<file path="src/opdec_regs.svh">
// constants for the operand-field decoder, exponent unit and register bus
`ifndef OPDEC_REGS_SVH
`define OPDEC_REGS_SVH
// ----------------------------------------------------------------
// register byte offsets
// ----------------------------------------------------------------
`define REG_INSTR_LO     8'h00
`define REG_INSTR_HI     8'h04
`define REG_CTRL         8'h08
`define REG_OPERAND      8'h0C
`define REG_ACC_A_LO     8'h10
`define REG_ACC_A_HI     8'h14
`define REG_ACC_B_LO     8'h18
`define REG_ACC_B_HI     8'h1C
`define REG_CTL_OUT      8'h20
`define REG_ADDR_OUT     8'h24
`define REG_LIT_OUT      8'h28
`define REG_EXP_OUT      8'h2C
`define REG_SHIFT_OUT    8'h30
`define REG_STORE_OUT    8'h34
`define REG_PREFETCH_OUT 8'h38
// ----------------------------------------------------------------
// control register fields
// ----------------------------------------------------------------
`define CTRL_EXP_SRC_BIT 0
`define CTRL_ACC_SEL_BIT 1
`define CTRL_LIT_SEL_LSB 4
`define CTRL_EXP_DST_LSB 8
// ----------------------------------------------------------------
// instruction word fields (24-bit word, low part)
// ----------------------------------------------------------------
`define FLD_ACC_BIT      15
`define FLD_SIZE_BIT     14
`define FLD_DWORD_BIT    6
`define FLD_DEST_BIT     13
`define FLD_ZTEST_BIT    0
`define FLD_DST_MODE_LSB 11
`define FLD_DST_REG_LSB  7
`define FLD_BASE_REG_LSB 15
`define FLD_SRC_MODE_LSB 4
`define FLD_SRC_REG_LSB  0
`define FLD_BITPOS_LSB   12
`define FLD_WB_LSB       0
`define FLD_PFX_LSB      6
// ----------------------------------------------------------------
// numeric limits and reset values
// ----------------------------------------------------------------
`define EXP_MIN          5'h11
`define ACC_WIDTH        40
`define CTRL_RESET       32'h0000_0000
`endif

</file>
<file path="src/opdec_pkg.sv">
// types shared by the operand-field decoder files
package opdec_pkg;
   // source / destination addressing modes
   typedef enum logic [2:0] {
      MODE_DIRECT, MODE_INDIRECT, MODE_POST_DEC, MODE_POST_INC,
      MODE_PRE_DEC, MODE_PRE_INC, MODE_REG_OFFSET, MODE_UNUSED
   } addr_mode_t;
   // accumulator write-back selection
   typedef enum logic [1:0] {
      WB_DIRECT, WB_POST_INC, WB_NONE, WB_INVALID
   } wb_mode_t;
   // bus slave state
   typedef enum logic [1:0] {
      BUS_IDLE, BUS_RESP
   } bus_state_t;
endpackage

</file>
<file path="src/barrel_shifter.sv">
// 40-bit arithmetic accumulator shifter, negative count shifts left
`timescale 1ns/1ps
`default_nettype none
module barrel_shifter (
   input  wire logic        ref_clk_in,  // core clock
   input  wire logic        rst_in,      // sync reset
   input  wire logic [39:0] acc_in,      // accumulator value
   input  wire logic [5:0]  count_in,    // signed shift count
   output logic      [39:0] acc_out      // shifted accumulator
);
   logic [5:0] mag; // shift magnitude
   always_comb begin
      mag = count_in[5] ? 6'(-count_in) : count_in;
   end
   // ----------------------------------------------------------------
   // shift register
   // ----------------------------------------------------------------
   always_ff @(posedge ref_clk_in) begin
      if (rst_in) begin
         acc_out <= 40'h00_0000_0000;
      end else if (count_in[5]) begin
         acc_out <= acc_in << mag;
      end else begin
         acc_out <= 40'($signed(acc_in) >>> mag);
      end
   end
endmodule
`default_nettype wire

</file>
<file path="src/exponent_unit.sv">
// exponent unit: first bit change from the sign bit, negated count
`timescale 1ns/1ps
`default_nettype none
module exponent_unit (
   input  wire logic        ref_clk_in,  // core clock
   input  wire logic        rst_in,      // sync reset
   input  wire logic [15:0] operand_in,  // signed word to scan
   output logic      [4:0]  exp_out      // two's complement -15..0
);
   // ----------------------------------------------------------------
   // scan
   // ----------------------------------------------------------------
   // position of first bit differing from the sign, from bit 14 down
   function automatic logic [4:0] find_first_change_left(input logic [15:0] w);
      logic [4:0] cnt;
      logic       done;
      cnt  = 5'h00;
      done = 1'b0;
      for (int i = 14; i >= 0; i--) begin
         if (!done && (w[i] != w[15])) begin
            done = 1'b1;
         end else if (!done) begin
            cnt = cnt + 5'h01;
         end
      end
      // all bits equal to the sign: cannot be scaled, clamp at 15
      if (!done) begin
         cnt = 5'h0F;
      end
      return 5'(-cnt); // negated so the shifter reads it as a left shift
   endfunction
   // one cycle result register
   always_ff @(posedge ref_clk_in) begin
      if (rst_in) begin
         exp_out <= 5'h00;
      end else begin
         exp_out <= find_first_change_left(operand_in);
      end
   end
endmodule
`default_nettype wire

</file>
<file path="src/operand_field_decode.sv">
// operand-field decoder with exponent unit, on an AXI4-Lite slave
//
// The implementer's own choices: the placing of the registers and register access over AXI4-Lite.
`timescale 1ns/1ps
`default_nettype none
`include "opdec_regs.svh"
module operand_field_decode (
   input  wire logic        ref_clk_in,        // 20 MHz core clock
   input  wire logic        rst_in,            // sync reset, high
   input  wire logic [7:0]  s_axi_awaddr,      // write address
   input  wire logic        s_axi_awvalid,     // write address valid
   output logic             s_axi_awready,     // write address ready
   input  wire logic [31:0] s_axi_wdata,       // write data
   input  wire logic [3:0]  s_axi_wstrb,       // byte strobes
   input  wire logic        s_axi_wvalid,      // write data valid
   output logic             s_axi_wready,      // write data ready
   output logic [1:0]       s_axi_bresp,       // write response
   output logic             s_axi_bvalid,      // write response valid
   input  wire logic        s_axi_bready,      // write response ready
   input  wire logic [7:0]  s_axi_araddr,      // read address
   input  wire logic        s_axi_arvalid,     // read address valid
   output logic             s_axi_arready,     // read address ready
   output logic [31:0]      s_axi_rdata,       // read data
   output logic [1:0]       s_axi_rresp,       // read response
   output logic             s_axi_rvalid,      // read data valid
   input  wire logic        s_axi_rready,      // read data ready
   output logic             core_reset_req_out // destination 11x trap
);
   // ----------------------------------------------------------------
   // storage
   // ----------------------------------------------------------------
   logic [31:0] instr_lo;          // first instruction word (24 bits used)
   logic [31:0] instr_hi;          // second word, its unused field ignored
   logic [31:0] ctrl;              // steering bits
   logic [15:0] operand;           // exponent operand written by software
   logic [39:0] acc [2];           // two accumulators, index by select
   logic [4:0]  exp_raw;           // exponent unit result
   logic [39:0] shifted;           // shifter result
   logic [15:0] default_work_register [16];         // working registers receiving exponent
   logic        aw_done;           // write address taken
   logic        w_done;            // write data taken
   logic [7:0]  aw_addr;           // held write address
   logic [31:0] w_data;            // held write data
   logic [3:0]  w_strb;            // held strobes
   opdec_pkg::bus_state_t rd_state; // read channel state
   // ----------------------------------------------------------------
   // decoded fields
   // ----------------------------------------------------------------
   logic        acc_sel;           // accumulator select
   logic        byte_op;           // byte-size operation
   logic        dword_op;          // double-word operation
   logic        dest_file;         // result to file register
   logic        test_to_zero;      // bit test into zero flag
   logic [3:0]  dst_reg;           // destination register number
   logic [3:0]  source_register_select; // source register number
   logic [3:0]  base_register_select;   // base register number
   logic [3:0]  bit_pos;           // selected bit position
   opdec_pkg::addr_mode_t src_mode;     // plain source mode
   opdec_pkg::addr_mode_t dst_mode;     // plain destination mode
   opdec_pkg::addr_mode_t src_off_mode; // offset-capable source mode
   opdec_pkg::addr_mode_t dst_off_mode; // offset-capable destination mode
   opdec_pkg::wb_mode_t   writeback_mode_select; // accumulator write-back
   logic        prefetch_x_on;     // x prefetch active
   logic [15:0] file_addr13;       // 13-bit file address, zero extended
   logic [15:0] word_addr;         // word address with implied zero
   logic [15:0] byte_addr;         // full byte address
   logic [23:0] prog_addr;         // absolute program address
   logic [15:0] prog_offset;       // relative displacement
   logic [15:0] literal;           // extracted literal
   logic [15:0] exp_operand;       // operand fed to exponent unit
   logic [39:0] sel_acc;           // selected accumulator
   logic [15:0] store_rounded;     // rounded store value
   logic [15:0] exp_sext;          // sign-extended exponent
   // ----------------------------------------------------------------
   // mode decode helpers
   // ----------------------------------------------------------------
   // plain mode: 11x left unused
   function automatic opdec_pkg::addr_mode_t plain_mode(input logic [2:0] c);
      return c[2:1] == 2'b11 ? opdec_pkg::MODE_UNUSED : opdec_pkg::addr_mode_t'(c);
   endfunction
   // offset mode: 101 pre-increment kept, 11x base plus offset
   function automatic opdec_pkg::addr_mode_t off_mode(input logic [2:0] c);
      return c[2:1] == 2'b11 ? opdec_pkg::MODE_REG_OFFSET : opdec_pkg::addr_mode_t'(c);
   endfunction
   // literal by width code: 0=1,1=4,2=6,3=8,4=10,5=14,others=16 bits
   function automatic logic [15:0] lit_of(input logic [2:0] sel, input logic [15:0] f);
      logic [15:0] v;
      v = f;
      unique case (sel)
         3'h0: v = {15'h0000, f[0]};
         3'h1: v = {12'h000, f[3:0]};
         3'h2: v = {10'h000, f[5:0]};
         3'h3: v = {8'h00, f[7:0]};
         3'h4: v = {6'h00, f[9:0]};
         3'h5: v = {2'h0, f[13:0]};
         3'h6: v = f;
         3'h7: v = f;
      endcase
      return v;
   endfunction
   // ----------------------------------------------------------------
   // combinational field extraction
   // ----------------------------------------------------------------
   always_comb begin
      acc_sel      = instr_lo[`FLD_ACC_BIT];
      byte_op      = instr_lo[`FLD_SIZE_BIT];
      dword_op     = instr_lo[`FLD_DWORD_BIT];
      dest_file    = instr_lo[`FLD_DEST_BIT];
      test_to_zero = instr_lo[`FLD_ZTEST_BIT];
      dst_reg      = instr_lo[`FLD_DST_REG_LSB +: 4];
      source_register_select = instr_lo[`FLD_SRC_REG_LSB +: 4];
      base_register_select   = instr_lo[`FLD_BASE_REG_LSB +: 4];
      bit_pos      = instr_lo[`FLD_BITPOS_LSB +: 4];
      src_mode     = plain_mode(instr_lo[`FLD_SRC_MODE_LSB +: 3]);
      dst_mode     = plain_mode(instr_lo[`FLD_DST_MODE_LSB +: 3]);
      src_off_mode = off_mode(instr_lo[`FLD_SRC_MODE_LSB +: 3]);
      dst_off_mode = off_mode(instr_lo[`FLD_DST_MODE_LSB +: 3]);
      writeback_mode_select = opdec_pkg::wb_mode_t'(instr_lo[`FLD_WB_LSB +: 2]);
      prefetch_x_on = instr_lo[`FLD_PFX_LSB +: 4] != 4'h4;
      file_addr13  = {3'h0, instr_lo[12:0]};
      byte_addr    = instr_lo[15:0];
      word_addr    = {instr_lo[15:1], 1'b0};
      // second word carries the upper 7 bits; its remaining bits are ignored
      prog_addr    = {1'b0, instr_hi[6:0], instr_lo[15:1], 1'b0};
      prog_offset  = instr_lo[15:0];
      literal      = lit_of(ctrl[`CTRL_LIT_SEL_LSB +: 3], instr_lo[15:0]);
   end
   // ----------------------------------------------------------------
   // exponent operand and accumulator paths
   // ----------------------------------------------------------------
   always_comb begin
      sel_acc = acc[ctrl[`CTRL_ACC_SEL_BIT]];
      // guard byte sign-extended, or the software-written operand register, as exponent operand
      if (ctrl[`CTRL_EXP_SRC_BIT]) begin
         exp_operand = {{8{sel_acc[39]}}, sel_acc[39:32]};
      end else begin
         exp_operand = operand;
      end
      // high word only, whatever the guard byte holds
      store_rounded = sel_acc[31:16] + 16'(sel_acc[15]);
      exp_sext      = {{11{exp_raw[4]}}, exp_raw};
   end
   exponent_unit u_exp (
      .ref_clk_in (ref_clk_in),
      .rst_in     (rst_in),
      .operand_in (exp_operand),
      .exp_out    (exp_raw)
   );
   barrel_shifter u_shift (
      .ref_clk_in (ref_clk_in),
      .rst_in     (rst_in),
      .acc_in     (sel_acc),
      .count_in   ({exp_raw[4], exp_raw}),
      .acc_out    (shifted)
   );
   // ----------------------------------------------------------------
   // exponent write-back into the working register file
   // ----------------------------------------------------------------
   always_ff @(posedge ref_clk_in) begin
      if (rst_in) begin
         for (int i = 0; i < 16; i++) begin
            default_work_register[i] <= 16'h0000;
         end
      end else begin
         default_work_register[ctrl[`CTRL_EXP_DST_LSB +: 4]] <= exp_sext;
      end
   end
   // destination trap: unused plain destination mode requests a reset
   always_ff @(posedge ref_clk_in) begin
      if (rst_in) begin
         core_reset_req_out <= 1'b0;
      end else begin
         core_reset_req_out <= dst_mode == opdec_pkg::MODE_UNUSED;
      end
   end
   // ----------------------------------------------------------------
   // write channel: address and data in either order
   // ----------------------------------------------------------------
   // byte-lane merge used for every writable register
   function automatic logic [31:0] merge(input logic [31:0] o, input logic [31:0] n,
                                         input logic [3:0] s);
      logic [31:0] r;
      r = o;
      for (int b = 0; b < 4; b++) begin
         if (s[b]) begin
            r[b*8 +: 8] = n[b*8 +: 8];
         end
      end
      return r;
   endfunction
   always_ff @(posedge ref_clk_in) begin
      if (rst_in) begin
         aw_done       <= 1'b0;
         w_done        <= 1'b0;
         aw_addr       <= 8'h00;
         w_data        <= 32'h0000_0000;
         w_strb        <= 4'h0;
         s_axi_awready <= 1'b1;
         s_axi_wready  <= 1'b1;
         s_axi_bvalid  <= 1'b0;
         s_axi_bresp   <= 2'b00;
      end else if (s_axi_bvalid) begin
         // response pending; both channels held closed
         if (s_axi_bready) begin
            s_axi_bvalid  <= 1'b0;
            s_axi_awready <= 1'b1;
            s_axi_wready  <= 1'b1;
         end
      end else begin
         if (s_axi_awvalid && s_axi_awready) begin
            aw_done       <= 1'b1;
            aw_addr       <= s_axi_awaddr;
            s_axi_awready <= 1'b0;
         end
         if (s_axi_wvalid && s_axi_wready) begin
            w_done       <= 1'b1;
            w_data       <= s_axi_wdata;
            w_strb       <= s_axi_wstrb;
            s_axi_wready <= 1'b0;
         end
         if (aw_done && w_done) begin
            aw_done      <= 1'b0;
            w_done       <= 1'b0;
            s_axi_bvalid <= 1'b1;
            s_axi_bresp  <= (aw_addr <= `REG_ACC_B_HI) ? 2'b00 : 2'b10;
         end
      end
   end
   // register commit, the cycle both halves are held
   always_ff @(posedge ref_clk_in) begin
      if (rst_in) begin
         instr_lo <= 32'h0000_0000;
         instr_hi <= 32'h0000_0000;
         ctrl     <= `CTRL_RESET;
         operand  <= 16'h0000;
         acc[0]   <= 40'h00_0000_0000;
         acc[1]   <= 40'h00_0000_0000;
      end else if (aw_done && w_done && !s_axi_bvalid) begin
         unique case (aw_addr)
            `REG_INSTR_LO: instr_lo <= merge(instr_lo, w_data, w_strb) & 32'h00FF_FFFF;
            `REG_INSTR_HI: instr_hi <= merge(instr_hi, w_data, w_strb);
            `REG_CTRL:     ctrl     <= merge(ctrl, w_data, w_strb);
            `REG_OPERAND:  operand  <= 16'(merge({16'h0000, operand}, w_data, w_strb));
            `REG_ACC_A_LO: acc[0][31:0]  <= merge(acc[0][31:0], w_data, w_strb);
            `REG_ACC_A_HI: acc[0][39:32] <= 8'(merge({24'h0, acc[0][39:32]}, w_data, w_strb));
            `REG_ACC_B_LO: acc[1][31:0]  <= merge(acc[1][31:0], w_data, w_strb);
            `REG_ACC_B_HI: acc[1][39:32] <= 8'(merge({24'h0, acc[1][39:32]}, w_data, w_strb));
            default: begin
               // read-only or unmapped: nothing stored
            end
         endcase
      end
   end
   // ----------------------------------------------------------------
   // read channel
   // ----------------------------------------------------------------
   // read mux: fixed packings of decoded state
   function automatic logic [31:0] read_word(input logic [7:0] a);
      logic [31:0] r;
      r = 32'h0000_0000;
      unique case (a)
         `REG_INSTR_LO: r = instr_lo;
         `REG_INSTR_HI: r = instr_hi;
         `REG_CTRL:     r = ctrl;
         `REG_OPERAND:  r = {16'h0000, operand};
         `REG_ACC_A_LO: r = acc[0][31:0];
         `REG_ACC_A_HI: r = {24'h00_0000, acc[0][39:32]};
         `REG_ACC_B_LO: r = acc[1][31:0];
         `REG_ACC_B_HI: r = {24'h00_0000, acc[1][39:32]};
         `REG_CTL_OUT:  r = {4'h0, test_to_zero, prefetch_x_on, writeback_mode_select,
                            dst_off_mode, src_off_mode, dst_mode, src_mode,
                            bit_pos, dst_reg, dest_file, dword_op, byte_op, acc_sel};
         `REG_ADDR_OUT: r = {word_addr, file_addr13 | {base_register_select,
                            source_register_select, 8'h00}};
         `REG_LIT_OUT:  r = {prog_offset, literal};
         `REG_EXP_OUT:  r = {default_work_register[ctrl[`CTRL_EXP_DST_LSB +: 4]], exp_sext};
         `REG_SHIFT_OUT: r = shifted[31:0];
         `REG_STORE_OUT: r = {byte_addr, store_rounded};
         `REG_PREFETCH_OUT: r = {8'h00, prog_addr};
         default: r = 32'h0000_0000;
      endcase
      return r;
   endfunction
   always_ff @(posedge ref_clk_in) begin
      if (rst_in) begin
         rd_state      <= opdec_pkg::BUS_IDLE;
         s_axi_arready <= 1'b1;
         s_axi_rvalid  <= 1'b0;
         s_axi_rdata   <= 32'h0000_0000;
         s_axi_rresp   <= 2'b00;
      end else begin
         unique case (rd_state)
            opdec_pkg::BUS_IDLE: begin
               if (s_axi_arvalid) begin
                  rd_state      <= opdec_pkg::BUS_RESP;
                  s_axi_arready <= 1'b0;
                  s_axi_rvalid  <= 1'b1;
                  s_axi_rdata   <= read_word(s_axi_araddr);
                  s_axi_rresp   <= (s_axi_araddr <= `REG_PREFETCH_OUT &&
                                    s_axi_araddr[1:0] == 2'b00) ? 2'b00 : 2'b10;
               end
            end
            opdec_pkg::BUS_RESP: begin
               if (s_axi_rready) begin
                  rd_state      <= opdec_pkg::BUS_IDLE;
                  s_axi_arready <= 1'b1;
                  s_axi_rvalid  <= 1'b0;
               end
            end
         endcase
      end
   end
endmodule
`default_nettype wire

</file>
<file path="config.mk">
export PLATFORM = sky130hd
export DESIGN_NAME = operand_field_decode
export DESIGN_NICKNAME = d
export VERILOG_FILES = /design/src/opdec_pkg.sv /design/src/barrel_shifter.sv /design/src/exponent_unit.sv /design/src/operand_field_decode.sv
export VERILOG_INCLUDE_DIRS = /design/src
export SDC_FILE = /design/constraint.sdc
export NUM_CORES = 1
export LEC_CHECK = 0
export CORE_ASPECT_RATIO = 2
export CORE_MARGIN = 3
export CORE_UTILIZATION = 55
export DETAILED_ROUTE_END_ITERATION = 8
export DONT_BUFFER_PORTS = 1
export GPL_TIMING_DRIVEN = 0
export PLACE_DENSITY_LB_ADDON = 0.2
export SYNTH_ARGS = -nofsm -noshare
export SYNTH_HDL_FRONTEND = slang
export SYNTH_SLANG_ARGS = --single-unit
</file>
<file path="constraint.sdc">
create_clock -name ref_clk_in -period 25.3 [get_ports ref_clk_in]
set_input_delay 2.53 -clock ref_clk_in [delete_from_list [all_inputs] [get_ports ref_clk_in]]
set_output_delay 2.53 -clock ref_clk_in [all_outputs]
set_load 0.02 [all_outputs]
</file>
======== After elaboration in Yosys (flattened, before gate mapping) ========
Memory sizes are Yosys's and may differ from the RTL's. A register that Yosys moved wholly into a read port is not among the register bits.
Cells that the tools add are included.
word-level totals
  bits in registers ....................... 231
  bits in latches ......................... 0
  bits in writable memories ............... 336
  memory bits (read-only) ................. 0
  input bits .............................. 59
  output and inout bits ................... 42
  word-level logic and storage cells ...... 354
  memories kept ........................... 2
cells by class
  add/subtract/negate cells ............... 17
  multipliers ............................. 0
  div/mod/pow operators ................... 0
  $lt $le $gt $ge ......................... 2
  equality and inequality tests ........... 51
  shift-type cells ........................ 2
  muxes and demuxes ....................... 177
  bitwise operators ....................... 6
  reductions and logical operators ........ 67
memory list
  name                   depth  width  rd ports  clocked after memory_dff  wr ports  line                        text
  default_work_register  16     16     1         1                         16        operand_field_decode.sv:39  logic [15:0] default_work_register [16];
  acc                    2      40     3         1                         2         operand_field_decode.sv:36  logic [39:0] acc [2];
operators by type and width
  kind                                            count
  case mux 32 bit (15 select lines)               1
  two-way mux 8 bit                               42
  two-way mux 5 bit                               44
  case mux 16 bit (7 select lines)                1
  two-way mux 32 bit                              3
  adder 5 x 1 -> 5 bit (second input constant)    14
  two-way mux 1 bit                               69
  == test 8 x 5 -> 1 bit (second input constant)  8
  == test 8 x 6 -> 1 bit (second input constant)  7
  left shift 40 x 6 -> 32 bit                     1
  >>> shifter 40 x 6 -> 32 bit                    1
  AND reduction 3 bit                             13
  == test 8 x 4 -> 1 bit (second input constant)  4
  two-way mux 16 bit                              2
  logical AND 1 bit                               19
  AND reduction 2 bit                             9
  adder 16 x 1 -> 16 bit                          1
  == test 8 x 3 -> 1 bit (second input constant)  2
  logical NOT 8 bit                               2
  bitwise OR 13 x 16 -> 16 bit                    1
  OR reduction 16 bit                             1
  == test 3 bit (second input constant)           5
  logical NOT 1 bit                               15
  != test 1 bit                                   15
  23 further kinds                                42

======== Depth between registers and ports, before layout ========
  depth after elaboration ................. 63
  depth in mapped cells ................... 42
  gate-level depth less buffers ........... 40

======== Cells and area by module ========
Synthesis repeated with hierarchy kept, for this count alone.
unflattened totals
  cell total of the unflattened synthesis .. 2,593
  area, all modules ....................... 24,683.7 um2
by module, submodules not included
  module                times used  cells an instance  area each (um2)  seq. area each (um2)
  operand_field_decode  1           1,669              17,416.7         8,708.4
  barrel_shifter        1           674                5,480.3          800.8
  exponent_unit         1           250                1,786.7          100.1

======== Worst setup path after synthesis ========
OpenSTA, ideal clock, no wires.
  kind .................................... reg-to-reg
  from .................................... register ctrl[0]
  to ...................................... register u_exp.exp_out[4]
  setup time .............................. 0.130 ns
  arrival time ............................ 8.025 ns
  data required time ...................... 25.170 ns
  slack ................................... 17.145 ns
  cell stages (with the launch flop) ...... 42
  buffers on the path ..................... 3
  clock period less this slack ............ 8.155 ns
  cells stage by stage .................... dfxtp_1 buf_4 buf_2 buf_2 a21o_1 inv_1 ha_1 o21ai_0 nand2_1 ha_1 inv_1 a21oi_1 ha_1 mux2i_1 a21oi_1 ha_1 nand2_1 nand2_1 [6 not listed] ha_1 mux2i_1 and2_1 a31oi_1 ha_1 mux2_2 ha_1 mux2_2 mux2_2 ha_1 nand2_1 nor2_1 maj3_1 mux2_2 a21boi_1 o31a_1 o41ai_2 a311oi_1
on the way
  cells in the longest elaborated chain, start to end .. 63
  elaborated cells between the ends (all ways) .. 134
  classes of those cells .................. 15 x add/sub; 15 x eq/ne; 76 x mux; 28 x reduce/logical
RTL lines
  item                                                                           line                         text
  start: declaration                                                             operand_field_decode.sv:34   logic [31:0] ctrl;
  start signal: assignment                                                       operand_field_decode.sv:234  ctrl <= `CTRL_RESET;
  start signal: assignment                                                       operand_field_decode.sv:242  `REG_CTRL: ctrl <= merge(ctrl, w_data, w_strb);
  two-way mux 16 bit (*)                                                         operand_field_decode.sv:134  if (ctrl[`CTRL_EXP_SRC_BIT]) begin
  parallel branches: the longest is 59 deep, another holds adder 5 x 1 -> 5 bit  --
  two-way mux 5 bit (*)                                                          exponent_unit.sv:27          if (!done) begin
  two-way mux 5 bit (*)                                                          exponent_unit.sv:34          if (rst_in) begin
  negation 5 bit (*)                                                             exponent_unit.sv:30          return 5'(-cnt);
  end signal: assignment                                                         exponent_unit.sv:37          exp_out <= find_first_change_left(operand_in);
  end: declaration                                                               exponent_unit.sv:8           output logic [4:0] exp_out
Mark *: on every way between the ends. The select of a mux whose other input is x is not followed.
A chain may end at the register's enable or synchronous reset.

======== Worst setup path in the final report ========
  from .................................... register operand[15]
  to ...................................... register u_exp.exp_out[4]
on the way
  cells in the longest elaborated chain, start to end .. 63
  elaborated cells between the ends (all ways) .. 134
  classes of those cells .................. 15 x add/sub; 15 x eq/ne; 76 x mux; 28 x reduce/logical
RTL lines
  item                                                                           line                         text
  start: declaration                                                             operand_field_decode.sv:35   logic [15:0] operand;
  start signal: assignment                                                       operand_field_decode.sv:243  `REG_OPERAND: operand <= 16'(merge({16'h0000, operand}, w_data, w_strb));
  two-way mux 16 bit (*)                                                         operand_field_decode.sv:134
  parallel branches: the longest is 59 deep, another holds adder 5 x 1 -> 5 bit  --
  two-way mux 5 bit (*)                                                          exponent_unit.sv:27
  two-way mux 5 bit (*)                                                          exponent_unit.sv:34
  negation 5 bit (*)                                                             exponent_unit.sv:30
Marked as above.

==> metrics.cfg <==
[run_status]
status=finished clean

[floorplanning]
start_util_pct=55.8
ios=101
dieArea_um2=41800
coreArea_um2=38700
rows=102
die_y_um=286
die_x_um=146

[worst_setup_path]
cp.required_ns=25.72
worstSetupStartpointType=flip-flop
r2r-end=u_exp.exp_out[4]
crit_fanout=10
crit_top_cell=ha_1
critical-path-max-stage-delay_ns=0.35
slowest_stage=ha_1
ff2ff_path_depth=41
worstSetupEndpointType=flip-flop
worstPathArrival_ns=9.57
reg2reg_slack_ns=16.15
timing.rr.start=operand[15]
criticalPathCategory=flip-flop to flip-flop

[place]
place_congestion=1.13
io_buffer_count=0
placedCellCount=2916
hpwl_um=79200
post-place-ws_ns=16.25

[layout]
syn2layout_area_growth_pct=8.83
utilization_pct=60.7
finalNonFillerCells=2988
layout_commonest_cell=nor2_1
layout-drive-gt1-share_pct=6.54
most-common-layout-cells=nor2_1, nand2_1, dfxtp_1, a21oi_1
fin_nets=2509

[yosys]
yosysUniqueCellTypes=90
synth_top_area_share_pct=22.3
synth_seq_cells=392
postSynthCellCount=2395
ys_warn_count=0
synth_edf_count=160
yosysSeqAreaShare_pct=43.8
synth-main-ff-cell=dfxtp_1
synth_largest_area_cell=edfxtp_1
ys_top_cells_by_area=edfxtp_1, dfxtp_1, mux2i_1
synth_area_um2=21600
avgSynthCellArea_um2=9.01
synthArstFlopShare_pct=0

[clocking]
cts_max_level=2
numCtsBuffers=35
cts.sinks=392
root_buffer=clkbuf_16
ctsResizeCount=0
tritoncts=done
cts_buffer_depth=3
post-cts-setup-buffers=0
clk_latency_ns=0.55
cts.clk_slew.worst_paths_ns=0.08
hold_buffers=0

[grt]
met1_usage_pct=44.9
grt_pass1_vias=20640
grtUsageMet3_pct=12.4
grt_max_degree=18
antenna_found_initial=7
track_usage_pct=47.5
grt_pass1_wl_um=143000
met2_usage_pct=78.7
grt_overflow=0
grt_busiest_layer=met2

[timing]
finClkSkew_ns=0.0191
finalSetupViolations=0
fmax_mhz=109
worst_pin_slew_ns=1.47
slew_headroom_pct=1.73
rsz0062_at_grt=false
hold_violations=0
fin_crit_sh_pct=36.2
fin_ws_ns=16.15
min_period_ns=9.15
setup_tns_ns=0
slew_viol_final=0

[routing]
vias_per_cell=7.01
vias=20940
wire_per_inst_um=34.0
drt_first_iter_violations=2567
drc=0
first_pass_iters=7
ant_nets=0
finalWirelength_um=102000

[power_and_ir_drop]
intPower_uw=1040
p_per_area_nw_per_um2=61.2
sw_frac_of_total_pct=27.8
power_frac_clock_pct=40.2
power.switching_uw=399
p_comb_share_pct=11.0
pwr-share-seq_pct=48.8
leakage_uw=0.00907
ir_drop_mv=0.0657

[job]
maxCapViolCount=0

[min_path]
hold_path_class=flip-flop to flip-flop
min_delay_path_depth=2
min_from=aw_addr[7]
worstHoldEndpoint=aw_addr[7]

==> power groups by stage <==
stage                     Clock [uW]  Combinational [uW]  Sequential [uW]
final                            578                 158              701
after global routing             598                 163              700
after CTS                        573                 147              698
after detailed placement           0                 146              712
after global placement             0                 146              711
after floorplan                    0                90.3              700
==> area by class of cell <==
type                       instances  area [um2]
fill                            3302       15200
multi-input combinational       1802       11300
sequential                       392        9450
clock buffer                      47        1020
buffer                           185         741
tap                              520         651
clock inverter                    17         199
inverter                          17        63.8
timing repair buffer               3        15.0
antenna                            5        12.5
==> state kept, by name (all words and copies together) (netlist names), 4 cells and up, named ones only <==
| signal | count |
|---|---|
| acc | 80 |
| aw_addr | 8 |
| ctrl | 32 |
| default_work_register | 80 |
| instr_hi | 32 |
| instr_lo | 24 |
| operand | 16 |
| s_axi_rdata | 32 |
| u_exp.exp_out | 5 |
| u_shift.acc_out | 32 |
| w_data | 32 |
| w_strb | 4 |
==> stage by stage <==
stage               total power (uW)  area, um2  hold WS [ns]
floorplan                        790      21600         0.444
finish                          1440      23500         0.476
CTS                             1420      23500         0.473
detailed placement               859      22200         0.463
global placement                 857      22200         0.456
global route                    1460      23500         0.497
==> synth_stat cells, types with 21 or more instances <==
cell / instances
a211oi_1: 45
a21oi_1: 197
a221oi_1: 31
a222oi_1: 30
a22oi_1: 48
and2_1: 105
clkbuf_1: 155
dfxtp_1: 232
edfxtp_1: 160
mux2_2: 33
mux2i_1: 160
mux4_2: 26
nand2_1: 261
nand3_1: 56
nor2_1: 357
nor2b_1: 21
nor3_1: 73
o21ai_0: 92
==> worst max-delay path by stage <==
stage / from / to / slack (ns) / depth (start not counted)
final: operand[15] / u_exp.exp_out[4] / 16.15 / 41
after global routing: operand[15] / u_exp.exp_out[4] / 15.60 / 41
after CTS: operand[15] / u_exp.exp_out[4] / 16.21 / 41
after detailed placement: operand[15] / u_exp.exp_out[4] / 16.25 / 41
after global placement: operand[15] / u_exp.exp_out[4] / 16.48 / 41
after floorplan: ctrl[0] / u_exp.exp_out[4] / 17.14 / 41
==> per-layer routing <==
layer | share of wire, % | routed length (um)
met1 | 29 | 29600
met3 | 9.5 | 9640
met2 | 47 | 47600
met5 | 0.012 | 12
met4 | 14 | 14700
==> logic make-up (layout without fill, tap and decap cells) <==
kind of cell | Yosys count | count (layout) | synth area share, %
and+or+nand+nor | 965 | 965 | 20.4
AOI/OAI and AO/OA | 563 | 563 | 17.2
DFF | 392 | 392 | 43.8
muxes | 221 | 221 | 12.0
buffers and inverters | 202 | 269 | 3.73
xor gates and xnor gates | 35 | 35 | 1.91
adders and majority gates | 16 | 16 | 0.905
other | 1 | 7 | 0.0174
==> worst max-delay path, delay by kind of cell, from the launching register on <==
family	cells	cell delay (ns)
flops	1	0.31
fa+ha+maj	11	3.33
simple gates	9	1.02
mux	8	2.04
compound gates	10	1.79
buf+inv	3	0.54
Note: power is estimated with default switching activity, not from simulation.
